`config.mk`:
```
export PLATFORM = sky130hd
export DESIGN_NAME = servo_mode_select
export DESIGN_NICKNAME = d
export VERILOG_FILES = /design/src/hw/svc_pkg.sv /design/src/hw/seg_table.sv /design/src/hw/servo_mode_select.sv
export SDC_FILE = /design/constraint.sdc
export NUM_CORES = 1
export LEC_CHECK = 0
export ABC_AREA = 0
export BUFFER_PORTS_ARGS = -buffer_cell sky130_fd_sc_hd__buf_2
export CAP_MARGIN = 20
export CORE_MARGIN = 4
export CORE_UTILIZATION = 42
export CTS_CLUSTER_SIZE = 14
export DETAILED_ROUTE_END_ITERATION = 12
export GPL_TIMING_DRIVEN = 0
export PLACE_DENSITY_LB_ADDON = 0.3
export SKIP_LAST_GASP = 1
export SYNTH_ARGS = -nofsm -noshare
export SYNTH_HDL_FRONTEND = slang
export SYNTH_SLANG_ARGS = --single-unit
```
`constraint.sdc`:
```
create_clock -name core_clk -period 10.5 [get_ports core_clk]
set_input_delay 0 -clock core_clk [delete_from_list [all_inputs] [get_ports core_clk]]
set_output_delay 0 -clock core_clk [all_outputs]
set_load 0.02 [all_outputs]
```
`src/hw/svc_pkg.sv`:
```
// shared constants and types of the servo command-source and mode selector
// assumes one 125 MHz core clock; all parameter values arrive as plain ports
package svc_pkg;
  localparam int POS_W = 32;
  localparam int SPD_W = 16;
  localparam int TRQ_W = 16;
  localparam int ANA_W = 16;
  localparam int GEAR_W = 16;
  localparam logic [3:0] CM_POS = 4'h0;
  localparam logic [3:0] CM_SPD = 4'h1;
  localparam logic [3:0] CM_TRIAL = 4'h2;
  localparam logic [3:0] CM_JOG = 4'h3;
  localparam logic [3:0] CM_TRQ = 4'h6;
  localparam logic [1:0] FORCE_ON = 2'h2;
  localparam logic [7:0] FN_SERVO_ON = 8'h01;
  localparam logic [1:0] SEG_ONCE = 2'h0;
  localparam logic [1:0] SEG_LOOP = 2'h1;
  localparam logic [1:0] SEG_INDEX = 2'h2;
  localparam logic [1:0] SEG_STEP = 2'h3;
  localparam logic [1:0] PT_PULSE_DIR = 2'h0;
  localparam logic [1:0] PT_CW_CCW = 2'h1;
  localparam logic [1:0] PT_QUAD = 2'h2;
  localparam int CAL_SHIFT = 8;
  localparam int NPIN = 14;
  localparam int PIN_TRIG = 0;
  localparam int PIN_PS0 = 1;
  localparam int PIN_SS0 = 4;
  localparam int PIN_TS0 = 7;
  localparam int PIN_UP = 9;
  localparam int PIN_DN = 10;
  localparam int PIN_SON = 11;
  localparam int PIN_PA = 12;
  localparam int PIN_PB = 13;
  typedef enum logic [3:0] {
    MODE_NONE, MODE_POS_INT, MODE_POS_PULSE, MODE_SPD_INT, MODE_SPD_ANA,
    MODE_TRQ_INT, MODE_TRQ_ANA, MODE_TRIAL, MODE_JOG
  } mode_type;
  typedef struct packed {
    logic [POS_W-1:0] target;
    logic [SPD_W-1:0] speed;
  } seg_type;
  typedef struct packed {
    logic start;
    logic absolute;
    logic [2:0] index;
    seg_type seg;
  } move_type;
endpackage

```
`src/hw/seg_table.sv`:
```
// eight stored position segments (target pair plus speed)
// assumes writes come from parameter logic on the same clock; read data is registered
`timescale 1ns/1ps
module seg_table import svc_pkg::*; #(
  parameter int DEPTH = 8
) (
  input wire logic core_clk,
  input wire logic wrEn,
  input wire logic [$clog2(DEPTH)-1:0] wrAddr,
  input wire seg_type wrData,
  input wire logic [$clog2(DEPTH)-1:0] rdAddr,
  output seg_type rdData_ff
);
  seg_type mem [DEPTH];

  always_ff @(posedge core_clk) begin
    if (wrEn) begin
      mem[wrAddr] <= wrData;
    end
  end

  always_ff @(posedge core_clk) begin
    rdData_ff <= mem[rdAddr];
  end
endmodule

```
`src/hw/servo_mode_select.sv`:
```
// command-source and mode selection of the servo drive
// assumes pins are asynchronous, parameters and analog samples come from core_clk logic
// Overview of operation
// - mode 2 gives key-driven signed speed trial
// - mode 3 gives jog at jog speed
// - up CCW, down CW, release holds zero
// - enable by servo-on input or forced parameter
// - mode 0 source 1 runs stored positions
// - eight stored target pairs, calculation mode selectable
// - run mode 0 runs segments once, returns home
// - run mode 0 trigger needs positioning complete
// - run mode 1 loops while trigger active
// - run mode 2 falling trigger starts move
// - select code picks pair and speed, completes
// - run mode 3 home, previous, next stepping
// - mode 0 source 0 follows external pulses
// - pulses scaled by numerator over denominator
// - mode 1 source 1 uses preset speeds
// - speed select code k picks preset k+1
// - mode 1 source 0 uses analog speed
// - speed offset capture once running, then done
// - mode 6 source 1 uses preset torques
// - torque select code k picks preset k+1
// - mode 6 source 0 uses analog torque
// - torque offset capture once running, then done
`timescale 1ns/1ps
module servo_mode_select import svc_pkg::*; (
  input wire logic core_clk,
  input wire logic rst_n,
  input wire logic [3:0] ctrlMode,
  input wire logic posSource,
  input wire logic speedSource,
  input wire logic torqueSource,
  input wire logic [1:0] forceEnable,
  input wire logic [7:0] input1Function,
  input wire logic servoOnPin,
  input wire logic keyUp,
  input wire logic keyDown,
  input wire logic [SPD_W-1:0] jogSpeed,
  input wire logic [SPD_W-1:0] trialStep,
  input wire logic [1:0] segMode,
  input wire logic [3:0] segCount,
  input wire logic posAbsolute,
  input wire logic segWrEn,
  input wire logic [2:0] segWrIdx,
  input wire seg_type segWrData,
  input wire logic segmentTrigger,
  input wire logic positionSelect0,
  input wire logic positionSelect1,
  input wire logic positionSelect2,
  input wire logic moveDone,
  input wire logic pulseA,
  input wire logic pulseB,
  input wire logic [1:0] pulseType,
  input wire logic [GEAR_W-1:0] gearNum,
  input wire logic [GEAR_W-1:0] gearDen,
  input wire logic [7:0][SPD_W-1:0] presetSpeed,
  input wire logic speedSelect0,
  input wire logic speedSelect1,
  input wire logic speedSelect2,
  input wire logic [3:0][TRQ_W-1:0] presetTorque,
  input wire logic torqueSelect0,
  input wire logic torqueSelect1,
  input wire logic [ANA_W-1:0] analogIn,
  input wire logic analogStrobe,
  input wire logic calSpeedReq,
  input wire logic calTorqueReq,
  output mode_type mode_ff,
  output logic servoOn_ff,
  output logic zeroLock_ff,
  output logic [SPD_W-1:0] speedCmd_ff,
  output logic [TRQ_W-1:0] torqueCmd_ff,
  output move_type move_ff,
  output logic posComplete_ff,
  output logic [POS_W-1:0] pulsePos_ff,
  output logic [ANA_W-1:0] speedOffset_ff,
  output logic [ANA_W-1:0] torqueOffset_ff,
  output logic calDone_ff
);
  typedef enum logic [1:0] {SQ_IDLE, SQ_FETCH, SQ_GO, SQ_RUN} seq_type;

  function automatic logic [2:0] code3(input logic b2, input logic b1, input logic b0);
    code3 = {b2, b1, b0};
  endfunction

  logic [NPIN-1:0] pinRaw, meta_ff, sync_ff, prev_ff, rise, fall;
  assign pinRaw = {pulseB, pulseA, servoOnPin, keyDown, keyUp, torqueSelect1, torqueSelect0,
                   speedSelect2, speedSelect1, speedSelect0,
                   positionSelect2, positionSelect1, positionSelect0, segmentTrigger};

  // meta_ff is read only by sync_ff
  for (genvar i = 0; i < NPIN; i++) begin : gSync
    always_ff @(posedge core_clk or negedge rst_n) begin
      if (!rst_n) begin
        meta_ff[i] <= 1'b0;
        sync_ff[i] <= 1'b0;
        prev_ff[i] <= 1'b0;
      end else begin
        meta_ff[i] <= pinRaw[i];
        sync_ff[i] <= meta_ff[i];
        prev_ff[i] <= sync_ff[i];
      end
    end
  end

  assign rise = sync_ff & ~prev_ff;
  assign fall = ~sync_ff & prev_ff;
  mode_type nxt_mode;
  always_comb begin
    case (ctrlMode)
      CM_POS: nxt_mode = posSource ? MODE_POS_INT : MODE_POS_PULSE;
      CM_SPD: nxt_mode = speedSource ? MODE_SPD_INT : MODE_SPD_ANA;
      CM_TRQ: nxt_mode = torqueSource ? MODE_TRQ_INT : MODE_TRQ_ANA;
      CM_TRIAL: nxt_mode = MODE_TRIAL;
      CM_JOG: nxt_mode = MODE_JOG;
      default: nxt_mode = MODE_NONE;
    endcase
  end
  always_ff @(posedge core_clk or negedge rst_n) begin
    if (!rst_n) begin
      mode_ff <= MODE_NONE;
      servoOn_ff <= 1'b0;
    end else begin
      mode_ff <= nxt_mode;
      servoOn_ff <= (input1Function == FN_SERVO_ON && sync_ff[PIN_SON]) || forceEnable == FORCE_ON;
    end
  end
  // trial speed steps once per key press, so a held key does not run away
  logic [SPD_W-1:0] trialSpeed_ff;
  always_ff @(posedge core_clk or negedge rst_n) begin
    if (!rst_n) begin
      trialSpeed_ff <= '0;
    end else if (mode_ff != MODE_TRIAL) begin
      trialSpeed_ff <= '0;
    end else if (rise[PIN_UP]) begin
      trialSpeed_ff <= trialSpeed_ff + trialStep;
    end else if (rise[PIN_DN]) begin
      trialSpeed_ff <= trialSpeed_ff - trialStep;
    end
  end
  logic [SPD_W-1:0] nxt_speed;
  logic [TRQ_W-1:0] nxt_torque;
  always_comb begin
    nxt_speed = '0;
    nxt_torque = '0;
    case (mode_ff)
      MODE_TRIAL: nxt_speed = trialSpeed_ff;
      MODE_JOG: begin
        if (sync_ff[PIN_UP]) begin
          nxt_speed = jogSpeed;
        end else if (sync_ff[PIN_DN]) begin
          nxt_speed = SPD_W'(-jogSpeed);
        end
      end
      MODE_SPD_INT: nxt_speed = presetSpeed[code3(sync_ff[PIN_SS0+2], sync_ff[PIN_SS0+1], sync_ff[PIN_SS0])];
      MODE_SPD_ANA: nxt_speed = analogIn - speedOffset_ff;
      MODE_TRQ_INT: nxt_torque = presetTorque[{sync_ff[PIN_TS0+1], sync_ff[PIN_TS0]}];
      MODE_TRQ_ANA: nxt_torque = analogIn - torqueOffset_ff;
      default: nxt_speed = '0;
    endcase
  end
  always_ff @(posedge core_clk or negedge rst_n) begin
    if (!rst_n) begin
      speedCmd_ff <= '0;
      torqueCmd_ff <= '0;
      zeroLock_ff <= 1'b0;
    end else begin
      speedCmd_ff <= servoOn_ff ? nxt_speed : '0;
      torqueCmd_ff <= servoOn_ff ? nxt_torque : '0;
      zeroLock_ff <= mode_ff == MODE_JOG && !sync_ff[PIN_UP] && !sync_ff[PIN_DN];
    end
  end
  // stored segments
  seq_type seq_ff;
  logic [2:0] segIdx_ff, segLeft_ff, lastIdx;
  seg_type segData;
  logic posRun;
  assign lastIdx = (segCount == 4'h0) ? 3'h0 : (segCount > 4'h8) ? 3'h7 : 3'(segCount - 4'h1);
  assign posRun = mode_ff == MODE_POS_INT && servoOn_ff;
  seg_table #(.DEPTH(8)) i_seg_table (
    .core_clk(core_clk),
    .wrEn(segWrEn),
    .wrAddr(segWrIdx),
    .wrData(segWrData),
    .rdAddr(segIdx_ff),
    .rdData_ff(segData)
  );
  always_ff @(posedge core_clk or negedge rst_n) begin
    if (!rst_n) begin
      seq_ff <= SQ_IDLE;
      segIdx_ff <= '0;
      segLeft_ff <= '0;
      posComplete_ff <= 1'b1;
    end else if (!posRun) begin
      seq_ff <= SQ_IDLE;
      segLeft_ff <= '0;
      posComplete_ff <= 1'b1;
    end else begin
      case (seq_ff)
        SQ_IDLE: begin
          case (segMode)
            SEG_ONCE: begin
              if (rise[PIN_TRIG] && posComplete_ff) begin
                segIdx_ff <= '0;
                segLeft_ff <= lastIdx;
                seq_ff <= SQ_FETCH;
              end
            end
            SEG_LOOP: begin
              if (sync_ff[PIN_TRIG]) begin
                segIdx_ff <= '0;
                segLeft_ff <= lastIdx;
                seq_ff <= SQ_FETCH;
              end
            end
            SEG_INDEX: begin
              if (fall[PIN_TRIG]) begin
                segIdx_ff <= code3(sync_ff[PIN_PS0+2], sync_ff[PIN_PS0+1], sync_ff[PIN_PS0]);
                segLeft_ff <= '0;
                seq_ff <= SQ_FETCH;
              end
            end
            SEG_STEP: begin
              segLeft_ff <= '0;
              if (rise[PIN_PS0+2]) begin
                segIdx_ff <= '0;
                seq_ff <= SQ_FETCH;
              end else if (rise[PIN_PS0+1]) begin
                segIdx_ff <= (segIdx_ff == 3'h0) ? 3'h0 : segIdx_ff - 3'h1;
                seq_ff <= SQ_FETCH;
              end else if (rise[PIN_PS0]) begin
                segIdx_ff <= (segIdx_ff >= lastIdx) ? segIdx_ff : segIdx_ff + 3'h1;
                seq_ff <= SQ_FETCH;
              end
            end
            default: seq_ff <= SQ_IDLE;
          endcase
        end
        SQ_FETCH: seq_ff <= SQ_GO; // table read takes one cycle
        SQ_GO: begin
          posComplete_ff <= 1'b0;
          seq_ff <= SQ_RUN;
        end
        SQ_RUN: begin
          if (moveDone) begin
            if (segMode == SEG_LOOP && !sync_ff[PIN_TRIG]) begin
              seq_ff <= SQ_IDLE;
              posComplete_ff <= 1'b1;
            end else if ((segMode == SEG_ONCE || segMode == SEG_LOOP) && segLeft_ff != 3'h0) begin
              segIdx_ff <= segIdx_ff + 3'h1;
              segLeft_ff <= segLeft_ff - 3'h1;
              seq_ff <= SQ_FETCH;
            end else if (segMode == SEG_LOOP) begin
              segIdx_ff <= '0;
              segLeft_ff <= lastIdx;
              seq_ff <= SQ_FETCH;
            end else if (segMode == SEG_ONCE && segIdx_ff != 3'h0) begin
              segIdx_ff <= '0;
              seq_ff <= SQ_FETCH;
            end else begin
              seq_ff <= SQ_IDLE;
              posComplete_ff <= 1'b1;
            end
          end
        end
        default: seq_ff <= SQ_IDLE;
      endcase
    end
  end
  always_ff @(posedge core_clk or negedge rst_n) begin
    if (!rst_n) begin
      move_ff <= '0;
    end else begin
      move_ff.start <= posRun && seq_ff == SQ_GO;
      if (seq_ff == SQ_GO) begin
        move_ff.seg <= segData;
        move_ff.index <= segIdx_ff;
        move_ff.absolute <= posAbsolute;
      end
    end
  end
  // pulse input with electronic gear; input rate must stay below clock * den / num
  logic signed [GEAR_W+17:0] residue_ff;
  logic pUp, pDn;
  always_comb begin
    pUp = 1'b0;
    pDn = 1'b0;
    case (pulseType)
      PT_PULSE_DIR: begin
        pUp = rise[PIN_PA] && !sync_ff[PIN_PB];
        pDn = rise[PIN_PA] && sync_ff[PIN_PB];
      end
      PT_CW_CCW: begin
        pUp = rise[PIN_PA];
        pDn = rise[PIN_PB];
      end
      PT_QUAD: begin
        pUp = (prev_ff[PIN_PA] ^ sync_ff[PIN_PB]) && !(prev_ff[PIN_PB] ^ sync_ff[PIN_PA]);
        pDn = (prev_ff[PIN_PB] ^ sync_ff[PIN_PA]) && !(prev_ff[PIN_PA] ^ sync_ff[PIN_PB]);
      end
      default: pUp = 1'b0;
    endcase
  end
  logic signed [GEAR_W+17:0] numS, denS, nxt_residue;
  assign numS = {18'h00000, gearNum};
  assign denS = {18'h00000, (gearDen == '0) ? GEAR_W'(1) : gearDen};
  assign nxt_residue = residue_ff + (pUp ? numS : '0) - (pDn ? numS : '0);
  always_ff @(posedge core_clk or negedge rst_n) begin
    if (!rst_n) begin
      residue_ff <= '0;
      pulsePos_ff <= '0;
    end else if (mode_ff != MODE_POS_PULSE || !servoOn_ff) begin
      residue_ff <= '0;
    end else if (nxt_residue >= denS) begin
      residue_ff <= nxt_residue - denS;
      pulsePos_ff <= pulsePos_ff + 32'h00000001;
    end else if (nxt_residue <= -denS) begin
      residue_ff <= nxt_residue + denS;
      pulsePos_ff <= pulsePos_ff - 32'h00000001;
    end else begin
      residue_ff <= nxt_residue;
    end
  end
  // zero-drift capture averages 2**CAL_SHIFT analog samples
  logic calBusy_ff, calTorque_ff;
  logic [CAL_SHIFT:0] calCnt_ff;
  logic signed [ANA_W+CAL_SHIFT-1:0] calAcc_ff;
  always_ff @(posedge core_clk or negedge rst_n) begin
    if (!rst_n) begin
      calBusy_ff <= 1'b0;
      calTorque_ff <= 1'b0;
      calCnt_ff <= '0;
      calAcc_ff <= '0;
      calDone_ff <= 1'b0;
      speedOffset_ff <= '0;
      torqueOffset_ff <= '0;
    end else begin
      calDone_ff <= 1'b0;
      if (!calBusy_ff) begin
        if (servoOn_ff && (calSpeedReq || calTorqueReq)) begin
          calBusy_ff <= 1'b1;
          calTorque_ff <= calTorqueReq && !calSpeedReq;
          calCnt_ff <= '0;
          calAcc_ff <= '0;
        end
      end else if (calCnt_ff[CAL_SHIFT]) begin
        calBusy_ff <= 1'b0;
        calDone_ff <= 1'b1;
        if (calTorque_ff) begin
          torqueOffset_ff <= calAcc_ff[ANA_W+CAL_SHIFT-1:CAL_SHIFT];
        end else begin
          speedOffset_ff <= calAcc_ff[ANA_W+CAL_SHIFT-1:CAL_SHIFT];
        end
      end else if (analogStrobe) begin
        calAcc_ff <= calAcc_ff + {{CAL_SHIFT{analogIn[ANA_W-1]}}, analogIn};
        calCnt_ff <= calCnt_ff + 1'b1;
      end
    end
  end
endmodule

```
## Word-level counts from Yosys, hierarchy flattened

Memory sizes are Yosys's and may differ from the RTL's. A register that Yosys moved wholly into a read port is not among the register bits.
Index checks and enable logic that the tools add are counted.

| storage, ports and cells | value |
|---|---|
| output and inout port bits | 157 |
| bits in writable memories | 384 |
| input port bits | 370 |
| bits in latches | 0 |
| memories | 1 |
| bits in read-only memories | 0 |
| logic and storage cells | 285 |
| register bits | 292 |

Memory list:

| memory | depth | width | rd ports | clocked after memory_dff | wr ports | RTL line | source |
|---|---|---|---|---|---|---|---|
| i_seg_table.mem | 8 | 48 | 1 | 1 | 1 | seg_table.sv:14 | `seg_type mem [DEPTH];` |

| operators by class | value |
|---|---|
| bitwise gates (word level) | 9 |
| divide/modulo/power cells | 0 |
| reduce and logical (&&, ||, !) cells | 49 |
| multiply operators | 0 |
| $lt $le $gt $ge | 6 |
| shift operators | 0 |
| equality and inequality tests | 45 |
| muxes and demuxes | 90 |
| add/sub/neg operators | 18 |

Operators with widths:

| operator | count |
|---|---|
| $mux W16 | 12 |
| $mux W34 | 3 |
| $mux W24 | 4 |
| $mux W3 | 24 |
| $mux W32 | 2 |
| $pmux W16 S4 | 1 |
| $bmux W16 S3 | 1 |
| $sub A16 B16 Y16 | 3 |
| $mux W9 | 4 |
| $add A34 B16 Y34 | 1 |
| $add A34 B17 Y34 | 1 |
| $ge A34 B17 Y1 | 1 |
| $le A34 B34 Y1 | 1 |
| $neg A16 Y34 | 1 |
| $sub A34 B16 Y34 | 1 |
| $sub A34 B17 Y34 | 1 |
| $add A32 B1 Y32 const B | 1 |
| $bmux W16 S2 | 1 |
| $ne A4 B4 Y1 const B | 8 |
| $pmux W16 S2 | 1 |
| $sub A32 B1 Y32 const B | 1 |
| $add A24 B24 Y24 | 1 |
| $pmux W3 S4 | 2 |
| $eq A4 B3 Y1 const B | 5 |
| other kinds (48) | 136 |

## Depth between registers and ports, before layout

| depth | value |
|---|---|
| word-level depth | 11 |
| mapped depth | 43 |
| depth with buffers taken out | 38 |

## By module

From an unflattened synthesis, not the netlist that was laid out.

| unflattened totals | value |
|---|---|
| cell total of the unflattened synthesis | 3249 |
| area total of the unflattened synthesis | 39322.7 µm² |

Modules (own cells, without submodules):

| module | times used | cells an instance | seq. area each (µm²) | area an instance (µm²) |
|---|---|---|---|---|
| servo_mode_select | 1 | 2633 | 7158.1 | 23702.7 |
| seg_table | 1 | 616 | 12492.0 | 15620.0 |

## Worst setup path before layout

OpenSTA, ideal clock, no wires.

| timing | value |
|---|---|
| path kind | register -> register |
| start point | reg sync_ff[13] |
| end point | reg pulsePos_ff[31] |
| stages on the path, launching flop included | 43 |
| path slack | 1.238 ns |
| path buffers | 5 |
| library setup time | 0.080 ns |
| arrival time | 9.182 ns |
| data required time | 10.420 ns |
| period minus slack after synthesis | 9.262 ns |
| path through | dfrtp_1 xnor2_1 nor3_1 nand2_1 o21ai_1 clkbuf_1 nand2_1 fa_1 inv_1 fa_1 a211oi_2 o21ai_2 o21a_1 a21o_1 a21oi_1 xnor2_1 ha_1 clkbuf_1 [... 7 more ...] and2_1 buf_4 a21oi_4 inv_6 buf_2 buf_2 ha_1 and2_1 a32o_1 a21oi_1 a41oi_1 o211ai_1 a311oi_1 a41o_1 or4b_2 nand3_1 a2bb2oi_1 xnor2_1 |

| on the way | value |
|---|---|
| longest elaborated chain between the ends | 9 |
| elaborated cells between the ends (all ways) | 19 |
| classes of those cells | 2 x add/sub; 2 x order compare; 5 x mux; 2 x bitwise; 8 x reduce/logical |

RTL lines:

| item | RTL line | source |
|---|---|---|
| start, declared | servo_mode_select.sv:86 | `logic [NPIN-1:0] pinRaw, meta_ff, sync_ff, prev_ff, rise, fall;` |
| start signal, assigned by index | servo_mode_select.sv:100 | `sync_ff[i] <= meta_ff[i];` |
| $xor A1 B1 Y1 / $logic_not A1 Y1 (equally long branches) | servo_mode_select.sv:298, servo_mode_select.sv:299, servo_mode_select.sv:290 |  |
| $logic_and A1 B1 Y1 (tied with other cells) | servo_mode_select.sv:298 | `pUp = (prev_ff[PIN_PA] ^ sync_ff[PIN_PB]) && !(prev_ff[PIN_PB] ^ sync_ff[PIN_PA]);` |
| $pmux W1 S3 / $logic_and A1 B1 Y1 (equally long branches) | servo_mode_select.sv:288, servo_mode_select.sv:299 |  |
| $mux W16 / $pmux W1 S3 (equally long branches) | servo_mode_select.sv:307, servo_mode_select.sv:288 |  |
| $add A34 B16 Y34 / $mux W16 (equally long branches) | servo_mode_select.sv:307 | `assign nxt_residue = residue_ff + (pUp ? numS : '0) - (pDn ? numS : '0);` |
| $sub A34 B16 Y34 (*) | servo_mode_select.sv:307 |  |
| $ge A34 B17 Y1 / $le A34 B34 Y1 (equally long branches) | servo_mode_select.sv:314, servo_mode_select.sv:317 |  |
| $reduce_bool A2 Y1 (no source line) | - |  |
| $reduce_and A2 Y1 (no source line) | - |  |
| end signal, assigned | servo_mode_select.sv:316 | `pulsePos_ff <= pulsePos_ff + 32'h00000001;` |
| end signal, assigned | servo_mode_select.sv:319 | `pulsePos_ff <= pulsePos_ff - 32'h00000001;` |
| end, declared | servo_mode_select.sv:75 | `output logic [POS_W-1:0] pulsePos_ff,` |

Mark *: on every way between the ends. The rest lies on a longest branch, timed or not.
A chain may end at the register's enable or synchronous reset.

## Worst setup path after layout

| timing | value |
|---|---|
| start point | reg sync_ff[12] |
| end point | reg pulsePos_ff[31] |

| on the way | value |
|---|---|
| longest elaborated chain between the ends | 10 |
| elaborated cells between the ends (all ways) | 18 |
| classes of those cells | 2 x add/sub; 2 x order compare; 5 x mux; 2 x bitwise; 7 x reduce/logical |

RTL lines:

| item | RTL line | source |
|---|---|---|
| $xor A1 B1 Y1 | servo_mode_select.sv:298, servo_mode_select.sv:299 |  |
| $logic_not A1 Y1 | servo_mode_select.sv:298 |  |
| $logic_and A1 B1 Y1 | servo_mode_select.sv:298 |  |
| $pmux W1 S3 | servo_mode_select.sv:288 | `case (pulseType)` |
| $mux W16 | servo_mode_select.sv:307 |  |
| $add A34 B16 Y34 | servo_mode_select.sv:307 |  |
| $sub A34 B16 Y34 (*) | servo_mode_select.sv:307 |  |
| $ge A34 B17 Y1 / $le A34 B34 Y1 (equally long branches) | servo_mode_select.sv:314, servo_mode_select.sv:317 |  |
| $reduce_bool A2 Y1 (no source line) | - |  |
| $reduce_and A2 Y1 (no source line) | - |  |

Marked as above.

==> impl_summary.txt <==
----------------------------------------------------
[STA]
  Setup clock skew after layout ... 0.0370 ns
  Final period utilization ... 95.1%
  Aggregate negative setup slack ... 0 ns
  RSZ-0062 raised after global routing ... no
  Actual slew at the worst max-slew pin ... 1.03 ns
  Final number of max-transition violations ... 0
  Final-report setup violation count ... 0
  Worst slack on hold paths ... 0.0231 ns
  Clock period minus worst slack ... 9.99 ns
  Highest attainable clock frequency ... 100 MHz
  Normalized max-slew margin ... 31.3%
  Final hold violation count ... 0

[Yosys]
  Number of warnings reported in the yosys synthesis log ... 0
  Number of instances in the synthesized netlist ... 3311
  Synthesized area divided by synthesized cell count ... 11.9 um^2
  Ys flop type ... sky130_fd_sc_hd__edfxtp_1
  Synthesized area ... 39200 um^2
  Fraction of synthesis flops using an asynchronous set or reset pin ... 39.8%
  Number of register bits inferred by synthesis ... 718
  Number of flops mapped to enable cells by yosys ... 384
  Post-synthesis sequential area ratio ... 50.1%
  Number of distinct library cells after synthesis ... 94

[Setup path]
  Capturing instance or port of the critical path ... pulsePos_ff[31]$_DFFE_PN0P_
  Crit-path max cell delay ... 0.67 ns
  Worst Setup SP ... sync_ff[12]$_DFF_PN0_
  Arrival time reported for the critical path endpoint ... 10.52 ns
  Endpoint of the lowest-slack register-to-register path ... pulsePos_ff[31]$_DFFE_PN0P_
  Reg-to-Reg Start ... sync_ff[12]$_DFF_PN0_
  Crit Path Max Fanout ... 20
  Critical path start-end classification ... reg2reg
  Critical path startpoint category ... register
  Crit. End Element ... register
  Required time reported for the critical path endpoint ... 11.03 ns
  Cell seen most often among critical-path stages ... sky130_fd_sc_hd__ha_1
  Internal reg-to-reg setup slack ... 0.51 ns
  Critical Path Slowest Stage Cell ... sky130_fd_sc_hd__or4b_2
  Worst reg2reg path depth ... 43

[Global route]
  Congestion Overflow GR ... 0
  Vias in the first global route ... 29563
  Antenna violations before repair ... 19
  Maximum number of pins on one net before global-route repair ... 92
  Gr usage total ... 22.9%
  First-pass GRT wire length ... 174 mm

[Cells and area]
  Nets@finish ... 4724
  Count of placed standard cells in the final layout, fillers left out ... 5433
  Number of fillers in the final layout ... 7995
  Share of final-layout standard cells stronger than drive strength 1 ... 24.7%
  Area added between synthesis and finish ... 23.4%
  Post-route cell area ... 48400 um^2

[Route]
  Final wirelength ... 115 mm
  Remaining number of nets flagged by the antenna check after routing ... 0
  Number of detailed-route iterations in the first pass ... 6
  Drc violations ... 0
  Number of vias after detailed routing ... 29491
  Post-Route M1 WL ... 47.6 mm
  WL met2 ... 54.0 mm
  Met3 Wirelength ... 10.1 mm
  Routed via count divided by cell count ... 5.43
  Highest layer used for signal routing ... met5
  Initial detailed-routing violation count ... 2166
  Mean routed wirelength per cell ... 21.2 um

[Clock network]
  Number of CTS-inserted buffers ... 79
  Deepest level of the CTS H-tree ... 3
  Clk sink count ... 718
  Maximum clock path buffer count ... 3
  Root Driver ... sky130_fd_sc_hd__clkbuf_16
  Clock Latency Late Sink ... 0.65 ns
  TritonCTS clock tree ... yes
  Clock-pin slew reported for the worst setup and hold paths after clock tree synthesis ... 0.06 ns

[Placed design]
  Placed Instances ... 5114
  Detailed Place HPWL ... 87.0 mm
  Total placed instance area ... 44000 um^2
  Number of port buffers ... 525
  Final weighted congestion in routability-driven placement ... 0.938

[Die]
  Floorplan die width ... 314 um
  Initial cell density of the core ... 42.5%
  Top-Level Pins ... 527
  Core Rows ... 111
  Total core area ... 92200 um^2
  Die Outline Area ... 98400 um^2
  Vertical extent of the die ... 314 um

[Hold path]
  Path class of the lowest-slack min-delay path ... in2reg

[Power]
  Power after layout ... 10300 uW
  Leakage power summed over all cells ... 0.0205 uW
  Worst IR drop on VDD ... 0.138 mV
  Total power per unit cell area ... 213 nW/um^2

[Run]
  Count of max-cap constraint violations ... 0

[Status]
  Outcome ... finished clean

----------------------------------------------------
worst max-delay path, delay by kind of cell (launching register included):
family | cells | cell delay, ns
AOI/OAI and AO/OA | 21 | 4.43
xor gates and xnor gates | 3 | 0.52
adders and majority gates | 5 | 1.61
buffers and inverters | 9 | 1.52
DFF | 1 | 0.41
and+or+nand+nor | 5 | 1.33
per-stage QoR:
| stage | setup slack (ns) | utilization [%] |
|---|---|---|
| after global placement | -1.17 | 47.1 |
| after detailed placement | -1.37 | 47.7 |
| after CTS | 0.00141 | 52.3 |
| after global routing | 0.0213 | 52.5 |
| final | 0.510 | 52.5 |
| after floorplan | 1.24 | - |
cells in the final DEF (no fill, tap or decap), types with 45 or more instances in the layout:
master                          instances
sky130_fd_sc_hd__a21oi_1              198
sky130_fd_sc_hd__dlygate4sd3_1        152
sky130_fd_sc_hd__mux2_2               103
sky130_fd_sc_hd__inv_1                213
sky130_fd_sc_hd__nor2_1               159
sky130_fd_sc_hd__o21ai_0              121
sky130_fd_sc_hd__clkbuf_16             80
sky130_fd_sc_hd__edfxtp_1             384
sky130_fd_sc_hd__nor2b_1               45
sky130_fd_sc_hd__xor2_1                56
sky130_fd_sc_hd__buf_2                529
sky130_fd_sc_hd__nand3_1               54
sky130_fd_sc_hd__dfxtp_1               48
sky130_fd_sc_hd__ha_1                 216
sky130_fd_sc_hd__a21o_1                62
sky130_fd_sc_hd__mux4_2               144
sky130_fd_sc_hd__clkbuf_1             111
sky130_fd_sc_hd__nor3_1                58
sky130_fd_sc_hd__nand2_1              344
sky130_fd_sc_hd__xnor2_1              114
sky130_fd_sc_hd__dfrtp_1              285
cell usage after synthesis (all sizes together), types with 45 or more instances:
master    n  area share (%)
a21o     62             1.2
a21oi   204             2.7
clkbuf   96            0.92
dfrtp   285              18
dfxtp    48             2.4
edfxtp  384              29
ha      216             6.9
inv     214             2.1
mux2    128             3.9
mux4    144             8.3
nand2   344             3.3
nand3    54            0.69
nor2    165             1.6
nor2b    45            0.72
nor3     60            0.77
o21ai   128             1.6
xnor2   116             2.6
xor2     57             1.3
cell families after synthesis:
kind of cell / count (synthesis) / synth area share (%)
multiplexers: 310 / 13.1
AND/OR/NAND/NOR: 862 / 10.4
flip-flops: 718 / 50.1
adder cells (fa/ha/maj): 239 / 8.06
other: 1 / 0.00956
buffers and inverters: 350 / 3.47
AO/OA/AOI/OAI: 658 / 11.0
XOR/XNOR: 173 / 3.86
worst min-delay path by stage:
stage / startpoint / to / slack (ns) / depth (start not counted)
after CTS: presetSpeed[120] / speedCmd_ff[8]$_DFF_PN0_ / 0.004 / 5
after detailed placement: rst_n / move_ff[26]$_DFFE_PN0P_ / -0.06 / 1
after global placement: speedSelect2 / meta_ff[6]$_DFF_PN0_ / 0.11 / 1
after global routing: presetTorque[18] / torqueCmd_ff[2]$_DFF_PN0_ / 0.009 / 4
final: presetTorque[35] / torqueCmd_ff[3]$_DFF_PN0_ / 0.02 / 4
after floorplan: rst_n / calAcc_ff[0]$_DFFE_PN0P_ / -0.30 / 0
flip-flops by register name, summed over array words and instances, names as in the netlist, 3 cells and up:
| name | cells |
|---|---|
| residue_ff | 34 |
| move_ff | 53 |
| speedOffset_ff | 16 |
| trialSpeed_ff | 16 |
| i_seg_table.mem | 384 |
| calAcc_ff | 24 |
| prev_ff | 8 |
| speedCmd_ff | 16 |
| calCnt_ff | 9 |
| pulsePos_ff | 32 |
| meta_ff | 14 |
| segLeft_ff | 3 |
| mode_ff | 4 |
| segIdx_ff | 3 |
| i_seg_table.rdData_ff | 48 |
| torqueCmd_ff | 16 |
| sync_ff | 14 |
| torqueOffset_ff | 16 |
cell type report:
class	instances	area [um^2]	share of cell area, %
Tap cell	1243	1560	3.21
Inverter	214	808	1.67
Clock buffer	107	2160	4.46
Sequential cell	718	19700	40.6
Multi-Input combinational cell	2250	18400	38.0
Buffer	135	582	1.20
Antenna cell	13	32.5	0.0672
Timing Repair Buffer	717	4790	9.90
Clock inverter	36	448	0.925
metal layers:
layer,up-vias,track usage (%)
met4,8,6.66
met3,209,6.56
met2,1035,37.4
met5,-,0
met1,14420,30.0
li1,13819,-
report_power, final:
group	leakage, uW	switching (uW)	internal [uW]
sequential	0.00765	149	3200
combinational	0.0115	2390	1800
clock	0.00127	1180	1610
repair_timing:
item / 4_1_cts / 5_1_grt
setup buffers: 1 / 5
pin swaps: 1 / 3
endpoints found under the setup margin: 9 / 5
hold buffers: 153 / 0
resized for setup: 10 / 23
gates cloned: 0 / 1
endpoints found under the hold margin: 682 / 0
Note: power is estimated with default switching activity, not from simulation.
